File: src/rtl/dcog_pkg.sv
// constants and register layout of the divided clock output generator
package dcog_pkg;

  // oscillator and core clock rates
  localparam int          OSC_FREQ_KHZ   = 24000;
  localparam int          CORE_FREQ_KHZ  = 125000;
  // accumulator for 2x oscillator half-period ticks
  localparam int          PHASE_W        = 18;
  localparam logic [17:0] HALF_TICK_STEP = 18'(2 * OSC_FREQ_KHZ);
  localparam logic [17:0] PHASE_MODULUS  = 18'(CORE_FREQ_KHZ);

  // register addresses on the special-function register bus
  localparam logic [7:0]  OUT_CFG_ADDR   = 8'h8F;
  localparam logic [7:0]  PORT_SET_ADDR  = 8'hB6;
  localparam logic [7:0]  OUT_CFG_RESET  = 8'h00;
  localparam logic [7:0]  PORT_SET_RESET = 8'h00;
  // reserved port settings bits 1:0 stay zero
  localparam logic [7:0]  PORT_WR_MASK   = 8'hFC;

  // output_clock_config fields
  localparam int          CLEAR_BIT      = 7;
  localparam int          IDLE_BIT       = 7;
  localparam int          INVERT_BIT     = 6;
  localparam int          BALANCE_BIT    = 5;
  localparam int          DIV_MSB        = 4;
  localparam int          DIV_LSB        = 0;
  localparam int          DIV_W          = 5;
  localparam int          CNT_W          = 6;

  // port settings fields
  localparam int          GATE_BIT       = 3;
  localparam int          ROUTE_G4_BIT   = 4;
  localparam int          ROUTE_G6_BIT   = 5;

  // smallest effective divide factor
  localparam logic [4:0]  DIV_MIN        = 5'h01;

endpackage : dcog_pkg

File: src/rtl/dcog_core_if.sv
// carrier between the register front end and the divider core
`timescale 1ns/1ps
interface dcog_core_if;
  import dcog_pkg::*;

  logic             halfTick;
  logic             enable;
  logic             balance;
  logic             clear;
  logic [DIV_W-1:0] divPending;
  logic             wave;
  logic             idle;

  modport front (output halfTick, output enable, output balance, output clear,
                 output divPending, input wave, input idle);
  modport core  (input halfTick, input enable, input balance, input clear,
                 input divPending, output wave, output idle);
endinterface : dcog_core_if

File: src/rtl/dcog_divider.sv
// divider core: counts oscillator half periods and shapes the waveform
`timescale 1ns/1ps
module dcog_divider
  import dcog_pkg::*;
(
  input  wire logic core_clk,
  input  wire logic rst,
  dcog_core_if.core bus
);

  typedef struct packed {
    logic             running;
    logic [CNT_W-1:0] cnt;
    logic [DIV_W-1:0] activeDiv;
    logic             wave;
  } dcog_div_state_t;

  dcog_div_state_t s_q;
  dcog_div_state_t s_d;

  // factors 0 and 1 both mean pass-through
  function automatic logic [DIV_W-1:0] effDiv(input logic [DIV_W-1:0] d);
    effDiv = (d <= DIV_MIN) ? DIV_MIN : d;
  endfunction : effDiv

  logic [CNT_W-1:0] lastCnt;
  logic [CNT_W-1:0] highFrom;

  always_comb begin
    lastCnt = CNT_W'({s_q.activeDiv, 1'b0} - 6'h01);
    // balanced, or factor 1: N ticks low, N high; plain halving would
    // leave factor 1 stuck high instead of passing the oscillator through
    if (bus.balance || (s_q.activeDiv == DIV_MIN)) begin
      highFrom = CNT_W'({1'b0, s_q.activeDiv});
    end else begin
      // floor(N/2) cycles low then ceil(N/2) high
      highFrom = CNT_W'({1'b0, s_q.activeDiv[DIV_W-1:1], 1'b0});
    end

    s_d = s_q;
    if (bus.clear) begin
      // new factor taken at once, output forced low
      s_d.running   = 1'b0;
      s_d.cnt       = '0;
      s_d.activeDiv = effDiv(bus.divPending);
    end else if (bus.halfTick) begin
      if (!s_q.running) begin
        if (bus.enable) begin
          s_d.running   = 1'b1;
          s_d.cnt       = '0;
          s_d.activeDiv = effDiv(bus.divPending);
        end
      end else if (s_q.cnt == lastCnt) begin
        // period boundary: besides clear, only here a new factor or a stop is taken
        s_d.cnt       = '0;
        s_d.activeDiv = effDiv(bus.divPending);
        s_d.running   = bus.enable;
      end else begin
        s_d.cnt = CNT_W'(s_q.cnt + 6'h01);
      end
    end
    s_d.wave = s_d.running && (s_d.cnt >= highFrom);
  end

  always_ff @(posedge core_clk or posedge rst) begin
    if (rst) begin
      s_q <= '{running: 1'b0, cnt: '0, activeDiv: DIV_MIN, wave: 1'b0};
    end else begin
      s_q <= s_d;
    end
  end

  assign bus.wave = s_q.wave;
  assign bus.idle = !s_q.running;

endmodule : dcog_divider

File: src/rtl/dcog_top.sv
// divided clock output generator: register front end, oscillator tick and output stage
// Operation
// - clock comes from the 24 MHz oscillator, not the system divider.
// - divide ratios 1 to 31, giving 24 MHz down to about 774 kHz.
// - without clear, a new factor is taken only when the running period completes.
// - pin output is governed by the gate bit and the route bits.
// - writing 1 to bit 7 resets the divider and drives the clock low, or high when inverted.
// - the clear pulse is registered, aligned with the config register update.
// - reading bit 7 returns idle status, 1 meaning the divider is idle.
// - clear written with a new factor switches ratio immediately.
// - invert is the last stage; stopped level is 0, or 1 when inverted.
// - invert changed while running acts at once, a short pulse may result.
// - balance bit gives near 1:1 duty for every divisor.
// - without balance, odd ratios from 3 up have low half one cycle shorter.
// - factors 0 and 1 pass the oscillator through; larger values divide.
// - on disable the period in progress finishes, then idle is reported.
// - two route bits make GPIO4 and GPIO6 clock pins, independently.
// - the gate bit only gates the waveform, stopping low (high when inverted) after the period.
`timescale 1ns/1ps
module dcog_top
  import dcog_pkg::*;
(
  input  wire logic       core_clk,
  input  wire logic       rst,
  input  wire logic [7:0] sfrAddr,
  input  wire logic       sfrWrEn,
  input  wire logic [7:0] sfrWrData,
  output logic      [7:0] sfrRdData,
  output logic            clkOut,
  output logic            gpio4ClkSel,
  output logic            gpio6ClkSel
);

  typedef struct packed {
    logic               wrStb;
    logic [7:0]         wrAddr;
    logic [7:0]         wrData;
    logic [6:0]         cfg;
    logic [7:0]         portSet;
    logic               clrPulse;
    logic [PHASE_W-1:0] phase;
    logic               halfTick;
    logic [7:0]         rdData;
    logic               clkOut;
    logic               g4Sel;
    logic               g6Sel;
  } dcog_top_state_t;

  dcog_top_state_t s_q;
  dcog_top_state_t s_d;

  dcog_core_if coreBus ();

  dcog_divider u_divider (
    .core_clk (core_clk),
    .rst      (rst),
    .bus      (coreBus.core)
  );

  // register and gate bits feed the core straight from flops
  assign coreBus.halfTick   = s_q.halfTick;
  assign coreBus.enable     = s_q.portSet[GATE_BIT];
  assign coreBus.balance    = s_q.cfg[BALANCE_BIT];
  assign coreBus.clear      = s_q.clrPulse;
  assign coreBus.divPending = s_q.cfg[DIV_MSB:DIV_LSB];

  logic [PHASE_W-1:0] phaseSum;
  logic               cfgHit;
  logic               portHit;

  always_comb begin
    s_d = s_q;

    // oscillator half periods from a fractional accumulator; the edge
    // timing jitters by one core cycle, the average rate is exact
    phaseSum   = PHASE_W'(s_q.phase + HALF_TICK_STEP);
    s_d.halfTick = 1'b0;
    if (phaseSum >= PHASE_MODULUS) begin
      s_d.phase    = PHASE_W'(phaseSum - PHASE_MODULUS);
      s_d.halfTick = 1'b1;
    end else begin
      s_d.phase = phaseSum;
    end

    // bus write is captured first, then applied one cycle later
    s_d.wrStb  = sfrWrEn;
    s_d.wrAddr = sfrAddr;
    s_d.wrData = sfrWrData;

    cfgHit  = s_q.wrStb && (s_q.wrAddr == OUT_CFG_ADDR);
    portHit = s_q.wrStb && (s_q.wrAddr == PORT_SET_ADDR);

    // clear bit is a pulse, never stored
    s_d.clrPulse = cfgHit && s_q.wrData[CLEAR_BIT];
    if (cfgHit) begin
      s_d.cfg = s_q.wrData[6:0];
    end
    if (portHit) begin
      s_d.portSet = s_q.wrData & PORT_WR_MASK;
    end

    // read data registered from the address of the current cycle
    if (sfrAddr == OUT_CFG_ADDR) begin
      s_d.rdData = {coreBus.idle, s_q.cfg};
    end else if (sfrAddr == PORT_SET_ADDR) begin
      s_d.rdData = s_q.portSet;
    end else begin
      s_d.rdData = 8'h00;
    end

    // inversion is the final stage and follows the bit at once
    s_d.clkOut = coreBus.wave ^ s_q.cfg[INVERT_BIT];
    // pin routing is independent of the waveform gate
    s_d.g4Sel  = s_q.portSet[ROUTE_G4_BIT];
    s_d.g6Sel  = s_q.portSet[ROUTE_G6_BIT];
  end

  always_ff @(posedge core_clk or posedge rst) begin
    if (rst) begin
      s_q <= '{wrStb: 1'b0, wrAddr: 8'h00, wrData: 8'h00,
               cfg: OUT_CFG_RESET[6:0], portSet: PORT_SET_RESET,
               clrPulse: 1'b0, phase: '0, halfTick: 1'b0,
               rdData: 8'h00, clkOut: 1'b0, g4Sel: 1'b0, g6Sel: 1'b0};
    end else begin
      s_q <= s_d;
    end
  end

  assign sfrRdData   = s_q.rdData;
  assign clkOut      = s_q.clkOut;
  assign gpio4ClkSel = s_q.g4Sel;
  assign gpio6ClkSel = s_q.g6Sel;

endmodule : dcog_top

File: config.mk
export PLATFORM = sky130hd
export DESIGN_NAME = dcog_top
export DESIGN_NICKNAME = d
export VERILOG_FILES = /design/src/rtl/dcog_pkg.sv /design/src/rtl/dcog_core_if.sv /design/src/rtl/dcog_divider.sv /design/src/rtl/dcog_top.sv
export SDC_FILE = /design/constraint.sdc
export NUM_CORES = 1
export LEC_CHECK = 0
export ABC_AREA = 1
export BUFFER_PORTS_ARGS = -buffer_cell sky130_fd_sc_hd__buf_4
export CAP_MARGIN = 20
export CORE_ASPECT_RATIO = 0.5
export CORE_UTILIZATION = 54
export DETAILED_ROUTE_END_ITERATION = 8
export PLACE_DENSITY = 0.79
export SYNTH_ARGS = -nofsm -noshare
export SYNTH_HDL_FRONTEND = slang
export SYNTH_SLANG_ARGS = --single-unit
File: constraint.sdc
create_clock -name core_clk -period 2.36 [get_ports core_clk]
set_clock_uncertainty 0.05 [all_clocks]
set_input_delay 0.354 -clock core_clk [delete_from_list [all_inputs] [get_ports core_clk]]
set_output_delay 0.354 -clock core_clk [all_outputs]
set_load 0.01 [all_outputs]
Word level (Yosys, flattened, before mapping):

Cells that the tools add are included.

* $add $sub $neg: 4
* $mul: 0
* divide/modulo/power cells: 0
* $lt $le $gt $ge: 3
* equal/unequal tests: 7
* shift-type cells: 0
* multiplexer cells: 13
* bitwise gates (word level): 1
* reductions and logical operators: 9

Operator list (number)
* $mux 12: 4
* $eq 8x8->1 const B: 4
* $add 18x16->18 const B: 1
* $ge 18x17->1 const B: 1
* $mux 18: 1
* $sub 18x17->18 const B: 1
* $mux 8: 2
* $mux 5: 2
* $add 6x1->6 const B: 1
* $eq 6x6->1: 1
* $ge 6x5->1: 1
* $mux 6: 1
* $sub 6x1->6 const B: 1
* $eq 5x1->1 const B: 1
* $le 5x1->1 const B: 1
* $logic_and 1x1->1: 4
* $mux 1: 3
* $ne 3x3->1 const B: 1
* $reduce_and 3->1: 1
* $reduce_bool 3->1: 1
* $reduce_bool 2->1: 1
* $logic_not 1->1: 1
* $logic_or 1x1->1: 1
* $xor 1x1->1: 1

* flip-flop bits (word level): 74
* bits in latches: 0
* bits in writable memories: 0
* bits in read-only memories: 0
* output and inout port bits: 11
* word-level logic and storage cells: 53
* memories: 0

Depth between registers and ports, before layout:

Gate-level depths: netlist of run 1.

* depth in word-level cells: 8
* mapped depth: 18
* depth with buffers taken out: 17

Hierarchy:

From an unflattened synthesis of run 1, not the netlist that was laid out.

* cells, all modules: 474
* area total of the unflattened synthesis: 3807.4 µm²

Modules (own cells, without submodules)
* dcog_top: times used 1, cells an instance 320, area an instance 2783.9 µm², sequential area each 1451.4 µm²
* dcog_divider: times used 1, cells an instance 154, area an instance 1023.5 µm², sequential area each 326.6 µm²

Worst setup path after synthesis of run 1:

OpenSTA, ideal clock, no wires.

* kind: register -> register
* start: register u_divider.s_q[1] (netlist bit)
* end: register u_divider.s_q, in the netlist u_divider.bus.wave
* arrival time: 2.327 ns
* required time: 2.187 ns
* path slack: -0.139 ns
* stages on the path, launching flop included: 17
* cells stage by stage: dfstp_2 > inv_1 > ha_1 > nor2_1 > a21oi_1 > nand3_1 > nor2_1 > a31oi_1 > nand2_1 > a21oi_1 > ha_1 > a21boi_0 > o21a_1 > o21ai_0 > nand2_1 > a21oi_1 > a21oi_1

RTL lines
* start, declared: RTL line dcog_divider.sv:18 `dcog_div_state_t s_q;`
* start signal, assigned: RTL line dcog_divider.sv:67 `s_q <= '{running: 1'b0, cnt: '0, activeDiv: DIV_MIN, wave: 1'b0};`

==> flow_summary.toml, run 1 <==
[die]
fp.dieW_um = 117
rows = 20
die_y_um = 59.7
initial_core_util_pct = 57.6
pin_count = 30
dieArea_mm2 = 0.00702
core_mm2 = 0.00626

[logic_synthesis]
synth_enable_flop_cells = 0
synthFlopType = "dfrtp_1"
ys_types = 37
syn_avg_cell_area_um2 = 8.72
syn-cell-area_mm2 = 0.00360
synth_top_cell_by_area = "dfrtp_1"
ys_ff_latch = 71
syn-num-nets = 444
synth.area.top_cells = "dfrtp_1, nand2_1, inv_1"
yosysWarnings = 0
netlist_instances = 413
async_reset_ff_share_pct = 100
synth_top_area_share_pct = 48.6
yosysSeqAreaShare_pct = 49.4

[drt]
vias = 2689
routed_wl_um = 6670
vias_per_cell = 4.99
wl_per_cell_um = 12.4
route.detailed.drc = 0
first_iter_violations = 133
ant_nets = 0
dr.pass1.iters = 4

[power_and_ir_drop]
power_density_mw_per_mm2 = 813
sw_frac_of_total_pct = 27.4
seqPwrFrac_pct = 41.1
power.leakage_nw = 2.15
pwr-share-comb_pct = 19.8
p_switching_w = 0.000944
max-vdd-ir-drop_uv = 337
intPower_w = 0.00250
clockPowerShare_pct = 39.1

[timing]
slew_headroom_pct = 69.0
min_period_over_period_pct = 108
rsz0062_at_grt = "yes"
setup_violations = 1
fin_tns_setup_ns = -0.185
drv_slew = 0
timing.final.ws_setup_ns = -0.185
hold_violations = 0
fin_hold_ws_ns = 0.0774
fin_crit_ns = 2.54
fmax_mhz = 393
worstMarginPinSlew_ns = 0.464

[clocking]
cts.sink_count = 71
htree_num_levels = 3
cts_tree = "built"
clock-root-buffer = "clkbuf_16"
clock_latency_ns = 0.33
cts.clk_slew.worst_paths_ns = 0.05
cts_buffer_depth = 2
numCtsBuffers = 9

[global_route]
grt_pass1_vias = 2612
grt_pass1_wl_um = 11600
grt_use_total_pct = 21.8
grt_overflow = 0
grt_max_degree = 55
grt_antenna_before_repair = 0

[setup_path]
critPathSlowestCell = "dfstp_2"
cpPeakStageDelay_ns = 0.53
crit_type = "reg -> reg"
crit_family = "compound AO/OA/AOI/OAI gates"
crit_chain = "inv_2, ha_4, nor2_2, a21oi_1, nand3_1, nor2_1, a31oi_1, nand2_1, a21oi_2, ha_1, a21boi_1, o21a_1, o21ai_1, nand2_1, a21oi_2, a21oi_1"
cp-start-kind = "flop"
cp_num_buf_inv = 1
critPathMaxFanout = 2
worstPathRequired_ns = 2.52
worstPathArrival_ns = 2.71
critPathCaptureType = "flop"

[place]
dp_slack_ns = -0.192
gp_congestion = 0.876
dp_hpwl_um = 4680
io_buffers = 29

[cells_and_area]
layout-drive-gt1-share_pct = 20.4
nets = 477
diodes = 0
synthToLayoutAreaGrowth_pct = 17.7

[run_status]
status = "complete, but fails checks"
violations = "setup timing"

[hold_path]
hold_path_class = "in -> reg"

[run]
cap_violations = 0
[per-layer routing]
layer | share of wire (%) | track usage (%) | up-vias
li1 | - | - | 1372
met1 | 46 | 25.0 | 1263
met2 | 50 | 39.5 | 47
met3 | 3.4 | 5.82 | 7
met4 | 1.3 | 10.4 | 0
met5 | 0 | 0 | -
[Yosys cell counts (4+ instances only)]
master / number
a21oi_1: 16
buf_4: 9
dfrtp_1: 70
ha_1: 12
inv_1: 58
inv_2: 4
nand2_1: 82
nand2_2: 19
nand3_1: 34
nand4_1: 5
nor2_1: 22
o21ai_0: 18
o22ai_1: 6
xnor2_1: 7
xor2_1: 16
[per-stage QoR]
| step | power [W] | cells | utilization, % | cell area [um2] |
|---|---|---|---|---|
| after detailed placement | 0.00207 | 522 | 62.4 | 3900 |
| after CTS | 0.00345 | 539 | 67.3 | 4210 |
| after global routing | 0.00361 | 539 | 67.8 | 4240 |
| after global placement | 0.00204 | 522 | 62.4 | 3900 |
| after floorplan | 0.00187 | 413 | - | 3620 |
| final | 0.00345 | 539 | 67.8 | 4240 |
[worst paths after layout]
path | from | end | slack (ns) | cells past startpoint
setup / recovery | u_divider.s_q[1] | u_divider.bus.wave | -0.18 | 16
hold / removal | sfrWrData[1] | s_q[47] | 0.08 | 1
setup reg to reg | u_divider.s_q[1] | u_divider.bus.wave | -0.18 | 16
hold reg to reg | s_d[1] | gpio4ClkSel | 0.36 | 0
max in group asynchronous | rst | u_divider.s_q[1] | 1.09 | 4
min in group asynchronous | rst | s_q[15] | 0.52 | 3
[cells by family after synthesis]
| group | Yosys count | share of synthesized area (%) |
|---|---|---|
| compound gates | 49 | 7.57 |
| xor+xnor | 23 | 5.59 |
| fa+ha+maj | 12 | 4.17 |
| buf+inv | 78 | 9.62 |
| flops | 71 | 49.4 |
| simple gates | 180 | 23.7 |
[cells in the final DEF (no fill, tap or decap), types with 2 or more instances in the layout]
cell type	netlist	routed
nand2_1	82	82
dfrtp_1	70	69
inv_1	58	56
nand3_1	34	34
buf_4	9	34
nor2_1	22	21
nand2_2	19	19
o21ai_0	18	17
xor2_1	16	16
a21oi_1	16	14
ha_1	12	11
clkbuf_16	0	9
xnor2_1	7	6
inv_2	4	6
o22ai_1	6	6
nand4_1	5	5
a21oi_2	2	4
nor2_2	2	3
nand3b_1	3	3
o21a_1	2	2
a31oi_1	2	2
nor4_1	2	2
nor3_1	2	2
nand2_4	3	2
o21ai_1	1	2
and2_1	2	2
clkinvlp_4	0	2
clkbuf_1	3	2
[power groups by stage]
stage               registers, W  logic, W  clock network, W
finish                   0.00142  0.000682           0.00135
global route             0.00143  0.000765           0.00142
CTS                      0.00141  0.000654           0.00138
floorplan                0.00141  0.000463                 0
global placement         0.00143  0.000615                 0
detailed placement       0.00143  0.000633                 0
[registers in the layout, indices dropped and copies added, names as in the netlist]
name / flops
s_q: 36
u_divider.s_q: 12
sfrRdData: 8
coreBus.divPending: 5
s_d: 2
clkOut: 1
coreBus.balance: 1
coreBus.clear: 1
coreBus.enable: 1
coreBus.halfTick: 1
gpio4ClkSel: 1
gpio6ClkSel: 1
u_divider.bus.wave: 1
[layout make-up]
cell class / count / area (um2)
repair buffers: 37 / 297
well taps: 88 / 110
fillers: 500 / 2020
clock buffers: 12 / 246
multi-input cells: 264 / 1520
inverters: 63 / 238
flip-flops and latches: 71 / 1780
clock inverters: 4 / 53.8
[repair_timing]
item / in CTS / in global routing
pin swaps: 5 / 3
gates cloned: 0 / 0
setup buffers: 0 / 0
hold buffers: 1 / 0
gates resized for setup: 1 / 6
endpoints found under the setup margin: 1 / 5
endpoints found under the hold margin: 17 / 0
No activity file was read; power rests on OpenSTA's default activity.
==> run 2, diff against run 1 <==
--- a/config.mk
+++ b/config.mk
@@ -8,8 +8,10 @@
 export ABC_AREA = 1
 export BUFFER_PORTS_ARGS = -buffer_cell sky130_fd_sc_hd__buf_4
 export CAP_MARGIN = 20
+export CELL_PAD_IN_SITES_DETAIL_PLACEMENT = 1
+export CELL_PAD_IN_SITES_GLOBAL_PLACEMENT = 1
 export CORE_ASPECT_RATIO = 0.5
-export CORE_UTILIZATION = 54
+export CORE_UTILIZATION = 41
 export DETAILED_ROUTE_END_ITERATION = 8
 export PLACE_DENSITY = 0.79
 export SYNTH_ARGS = -nofsm -noshare
==> flow_summary.toml, run 2 (same netlist as run 1, synthesis figures left out) <==
[drt]
routed_wl_um = 8480
vias = 2777
vias_per_cell = 4.89
wl_per_cell_um = 14.9
ant_nets = 0
route.detailed.drc = 0
dr.pass1.iters = 4
first_iter_violations = 138

[die]
rows = 23
dieArea_mm2 = 0.00918
pin_count = 30
initial_core_util_pct = 43.6
core_mm2 = 0.00826
die_y_um = 68.3
fp.dieW_um = 135

[timing]
rsz0062_at_grt = "yes"
hold_violations = 0
drv_slew = 0
timing.final.ws_setup_ns = -0.240
slew_headroom_pct = 56.4
fin_crit_ns = 2.60
worstMarginPinSlew_ns = 0.653
setup_violations = 1
fmax_mhz = 385
min_period_over_period_pct = 110

[power_and_ir_drop]
power.leakage_nw = 2.17
power_density_mw_per_mm2 = 798
max-vdd-ir-drop_uv = 353

[cells_and_area]
design_area_mm2 = 0.00430
layout-drive-gt1-share_pct = 21.7
top_register = "s_q"
nets = 482
utilization_pct = 52.0
mostFrequentLayoutCells = "nand2_1, dfrtp_1, inv_1, buf_4, nand3_1"
synthToLayoutAreaGrowth_pct = 19.4
layout_commonest_cell = "nand2_1"
diodes = 0
largest_reg_flops = 36

[setup_path]
worstPathArrival_ns = 2.77
cp-start-kind = "flop"
crit_type = "reg -> reg"
critPathMaxFanout = 2
critPathCaptureType = "flop"
worstPathRequired_ns = 2.53

[clocking]
cts_buffer_depth = 2
numCtsBuffers = 9
cts.sink_count = 71
clock_latency_ns = 0.34
clock-root-buffer = "clkbuf_16"
cts.clk_slew.worst_paths_ns = 0.06
ctsHoldBuffers = 0
cts_tree = "built"
htree_num_levels = 3

[run]
cap_violations = 0

[place]
gp_congestion = 0.825
dp_hpwl_um = 6030
placed_cell_area_mm2 = 0.00398
io_buffers = 29

[run_status]
violations = "setup timing"
status = "complete, but fails checks"

[global_route]
grt_overflow = 0
grt_pass1_wl_um = 14500
grt_use_total_pct = 21.0
grt_antenna_before_repair = 0
grt_max_degree = 30
grt_pass1_vias = 2972

[hold_path]
hold_path_class = "in -> async"
[run 2: area by class of cell]
cell class / instances / area (um2)
repair buffers: 42 / 335
multi-input cells: 264 / 1520
flip-flops and latches: 71 / 1780
fillers: 959 / 3960
well taps: 112 / 140
clock inverters: 4 / 28.8
inverters: 63 / 238
clock buffers: 12 / 256
[run 2: stage by stage]
step	hold slack, ns	setup WS, ns	setup TNS, ns	cells	total power [W]
after floorplan	0.324	-0.100	-0.100	413	0.00187
after global placement	0.343	-0.159	-0.159	552	0.00209
after detailed placement	0.338	-0.270	-0.270	552	0.00213
after CTS	0.0637	-0.246	-0.246	568	0.00345
after global routing	0.0548	-0.432	-0.436	568	0.00362
final	0.0683	-0.240	-0.240	568	0.00343
[run 2: final timing paths]
check,start,end,slack (ns),depth (start not counted)
max in group asynchronous,rst,coreBus.balance,1.54,3
worst max-delay path,u_divider.s_q[1],u_divider.bus.wave,-0.24,16
worst min-delay path,rst,s_q[37],0.07,2
min in group core_clk,sfrWrData[0],s_q[46],0.07,1
worst min register to register,s_d[0],gpio6ClkSel,0.36,0
worst max register to register,u_divider.s_q[1],u_divider.bus.wave,-0.24,16
[run 2: report_power, final]
part           internal (W)  switching, W  total (W)
combinational      0.000348      0.000388   0.000736
sequential          0.00132     0.0000782    0.00140
clock              0.000770      0.000523    0.00129
total               0.00244      0.000989    0.00343
[run 2: routing by layer]
layer	vias up	part of all wire, %	global-route usage, %
met2	27	51	37.9
met1	1369	44	24.7
met3	11	3.4	6.59
met4	0	1.2	5.90
li1	1370	-	-
met5	-	0	0
[run 2: critical path: stages (launching register included)]
cell and delay [ns]:
dfstp_2 0.54, inv_2 0.05, ha_4 0.20, nor2_1 0.10, a21oi_1 0.05, nand3_1 0.08, nor2_2 0.05, a31oi_1 0.19
nand2_1 0.09, a21oi_2 0.15, ha_1 0.24, a21boi_1 0.12, o21a_1 0.16, o21ai_1 0.13, nand2_1 0.08, a21oi_2 0.12
a21oi_1 0.07
[run 2: what timing repair did]
action,CTS,global route
pin swaps,5,1
setup endpoints to repair,1,16
buffers inserted,0,0
resized for setup,2,7
==> run 3, diff against run 2 <==
--- a/config.mk
+++ b/config.mk
@@ -13,7 +13,9 @@
 export CORE_ASPECT_RATIO = 0.5
 export CORE_UTILIZATION = 41
 export DETAILED_ROUTE_END_ITERATION = 8
+export GPL_ROUTABILITY_DRIVEN = 0
 export PLACE_DENSITY = 0.79
+export SKIP_LAST_GASP = 1
 export SYNTH_ARGS = -nofsm -noshare
 export SYNTH_HDL_FRONTEND = slang
 export SYNTH_SLANG_ARGS = --single-unit
==> flow_summary.toml, run 3 (same netlist as run 1, synthesis figures left out) <==
[run_status]
status = "complete, but fails checks"
violations = "setup timing"

[setup_path]
cp-start-kind = "flop"
r2r_setup_slack_ns = -0.23
crit_end = "u_divider.bus.wave"
rr_endpoint = "u_divider.bus.wave"
reg2reg_from = "u_divider.s_q[1]"
worstPathRequired_ns = 2.53
rr_worst_depth = 16
crit_start = "u_divider.s_q[1]"
critPathCaptureType = "flop"
worstPathArrival_ns = 2.76
crit_type = "reg -> reg"
critPathMaxFanout = 2

[cells_and_area]
multi_input_area_mm2 = 0.00151
synthToLayoutAreaGrowth_pct = 19.1
diodes = 0
regArea_mm2 = 0.00178
layout_commonest_cell = "nand2_1"
fill_cells = 959
largest_reg_flops = 36
top_register = "s_q"
utilization_pct = 51.9
nets = 482
layout-drive-gt1-share_pct = 21.5
mostFrequentLayoutCells = "nand2_1, dfrtp_1, inv_1, buf_4, nand3_1"

[global_route]
grt_pass1_wl_um = 14500
grt_overflow = 0
grt_antenna_before_repair = 0
grt_pass1_vias = 2972
grt_use_total_pct = 21.0
grt_max_degree = 30

[timing]
fin_crit_ns = 2.59
setup_violations = 1
timing.final.ws_setup_ns = -0.231
slew_headroom_pct = 56.4
rsz0062_at_grt = "yes"
fin_hold_ws_ns = 0.0683
worstMarginPinSlew_ns = 0.653
drv_slew = 0
min_period_over_period_pct = 110
hold_violations = 0
fmax_mhz = 386

[drt]
first_iter_violations = 139
wl_per_cell_um = 14.9
vias_per_cell = 4.89
route.detailed.drc = 0
dr.pass1.iters = 4
ant_nets = 0
vias = 2776
routed_wl_um = 8490

[run]
cap_violations = 0

[power_and_ir_drop]
clockPowerShare_pct = 37.8
seqPwrFrac_pct = 41.0
sw_frac_of_total_pct = 28.8
intPower_w = 0.00243
max-vdd-ir-drop_uv = 353
power.leakage_nw = 2.17
p_switching_w = 0.000984
power_density_mw_per_mm2 = 796
pwr-share-comb_pct = 21.2

[die]
dieArea_mm2 = 0.00918
die_y_um = 68.3
initial_core_util_pct = 43.6
core_mm2 = 0.00826
fp.dieW_um = 135
pin_count = 30
rows = 23

[clocking]
cts_setup_buffers = 0
cts.clk_slew.worst_paths_ns = 0.06
cts.sink_count = 71
htree_num_levels = 3
clock-root-buffer = "clkbuf_16"
numCtsBuffers = 9
cts_buffer_depth = 2
cts_tree = "built"
ctsHoldBuffers = 0
clock_latency_ns = 0.34

[place]
dp_hpwl_um = 6030
io_buffers = 29
dp_slack_ns = -0.270

[hold_path]
hold_path_class = "in -> async"
==> run 3: cell counts in the layout (fill, tap and decap cells not counted) <==
No cell type changed its count.
==> run 3: per-layer routing <==
| layer | routed length, um | global-route usage [%] | part of all wire [%] | up-vias |
|---|---|---|---|---|
| met5 | 0 | 0 | 0 | - |
| met1 | 3760 | 24.7 | 44 | 1367 |
| met2 | 4340 | 37.9 | 51 | 27 |
| met4 | 104 | 5.90 | 1.2 | 0 |
| li1 | - | - | - | 1371 |
| met3 | 285 | 6.59 | 3.4 | 11 |
==> run 3: repair_timing <==
action / 4_1_cts / 5_1_grt
pin swaps: 5 / 1
setup endpoints to repair: 1 / 16
gates resized for setup: 1 / 6
==> run 3: stage by stage <==
step / cell area (um2) / TNS [ns] / total power (W) / cells
5_1_grt: 4290 / -0.440 / 0.00360 / 568
3_3_place_gp: 3980 / -0.159 / 0.00209 / 552
6_report: 4290 / -0.231 / 0.00342 / 568
2_1_floorplan: 3620 / -0.100 / 0.00187 / 413
3_5_place_dp: 3980 / -0.270 / 0.00213 / 552
4_1_cts: 4270 / -0.248 / 0.00344 / 568
==> run 3: final cells by class <==
class	count	area share (%)
Sequential cell	71	41.5
Multi-Input combinational cell	264	35.3
Tap cell	112	3.27
Clock buffer	12	5.98
Clock inverter	4	0.671
Inverter	63	5.54
Timing Repair Buffer	42	7.82
==> run 3: worst min path at each step <==
stage	from	end	depth (start not counted)
6_report	rst	s_q[37]	2
3_5_place_dp	s_d[0]	gpio6ClkSel	0
3_3_place_gp	s_d[0]	gpio6ClkSel	0
4_1_cts	sfrWrData[7]	s_q[53]	1
5_1_grt	sfrWrData[6]	s_q[52]	1
2_1_floorplan	s_d[1]	gpio4ClkSel	0
==> run 3: critical path, cell delays in order (launching register included) <==
cell	delay (ns)
dfstp_2	0.54
inv_2	0.05
ha_4	0.20
nor2_1	0.10
a21oi_1	0.05
nand3_1	0.08
nor2_2	0.05
a31oi_1	0.19
nand2_1	0.09
a21oi_2	0.15
ha_1	0.24
a21boi_0	0.12
o21a_1	0.17
o21ai_1	0.13
nand2_1	0.08
a21oi_2	0.12
a21oi_1	0.07
==> run 3: power groups by stage <==
| stage | clock [W] | sequential, W | combinational, W |
|---|---|---|---|
| floorplan | 0 | 0.00141 | 0.000463 |
| detailed placement | 0 | 0.00142 | 0.000708 |
| global route | 0.00137 | 0.00141 | 0.000819 |
| global placement | 0 | 0.00142 | 0.000672 |
| finish | 0.00129 | 0.00140 | 0.000725 |
| CTS | 0.00131 | 0.00140 | 0.000728 |
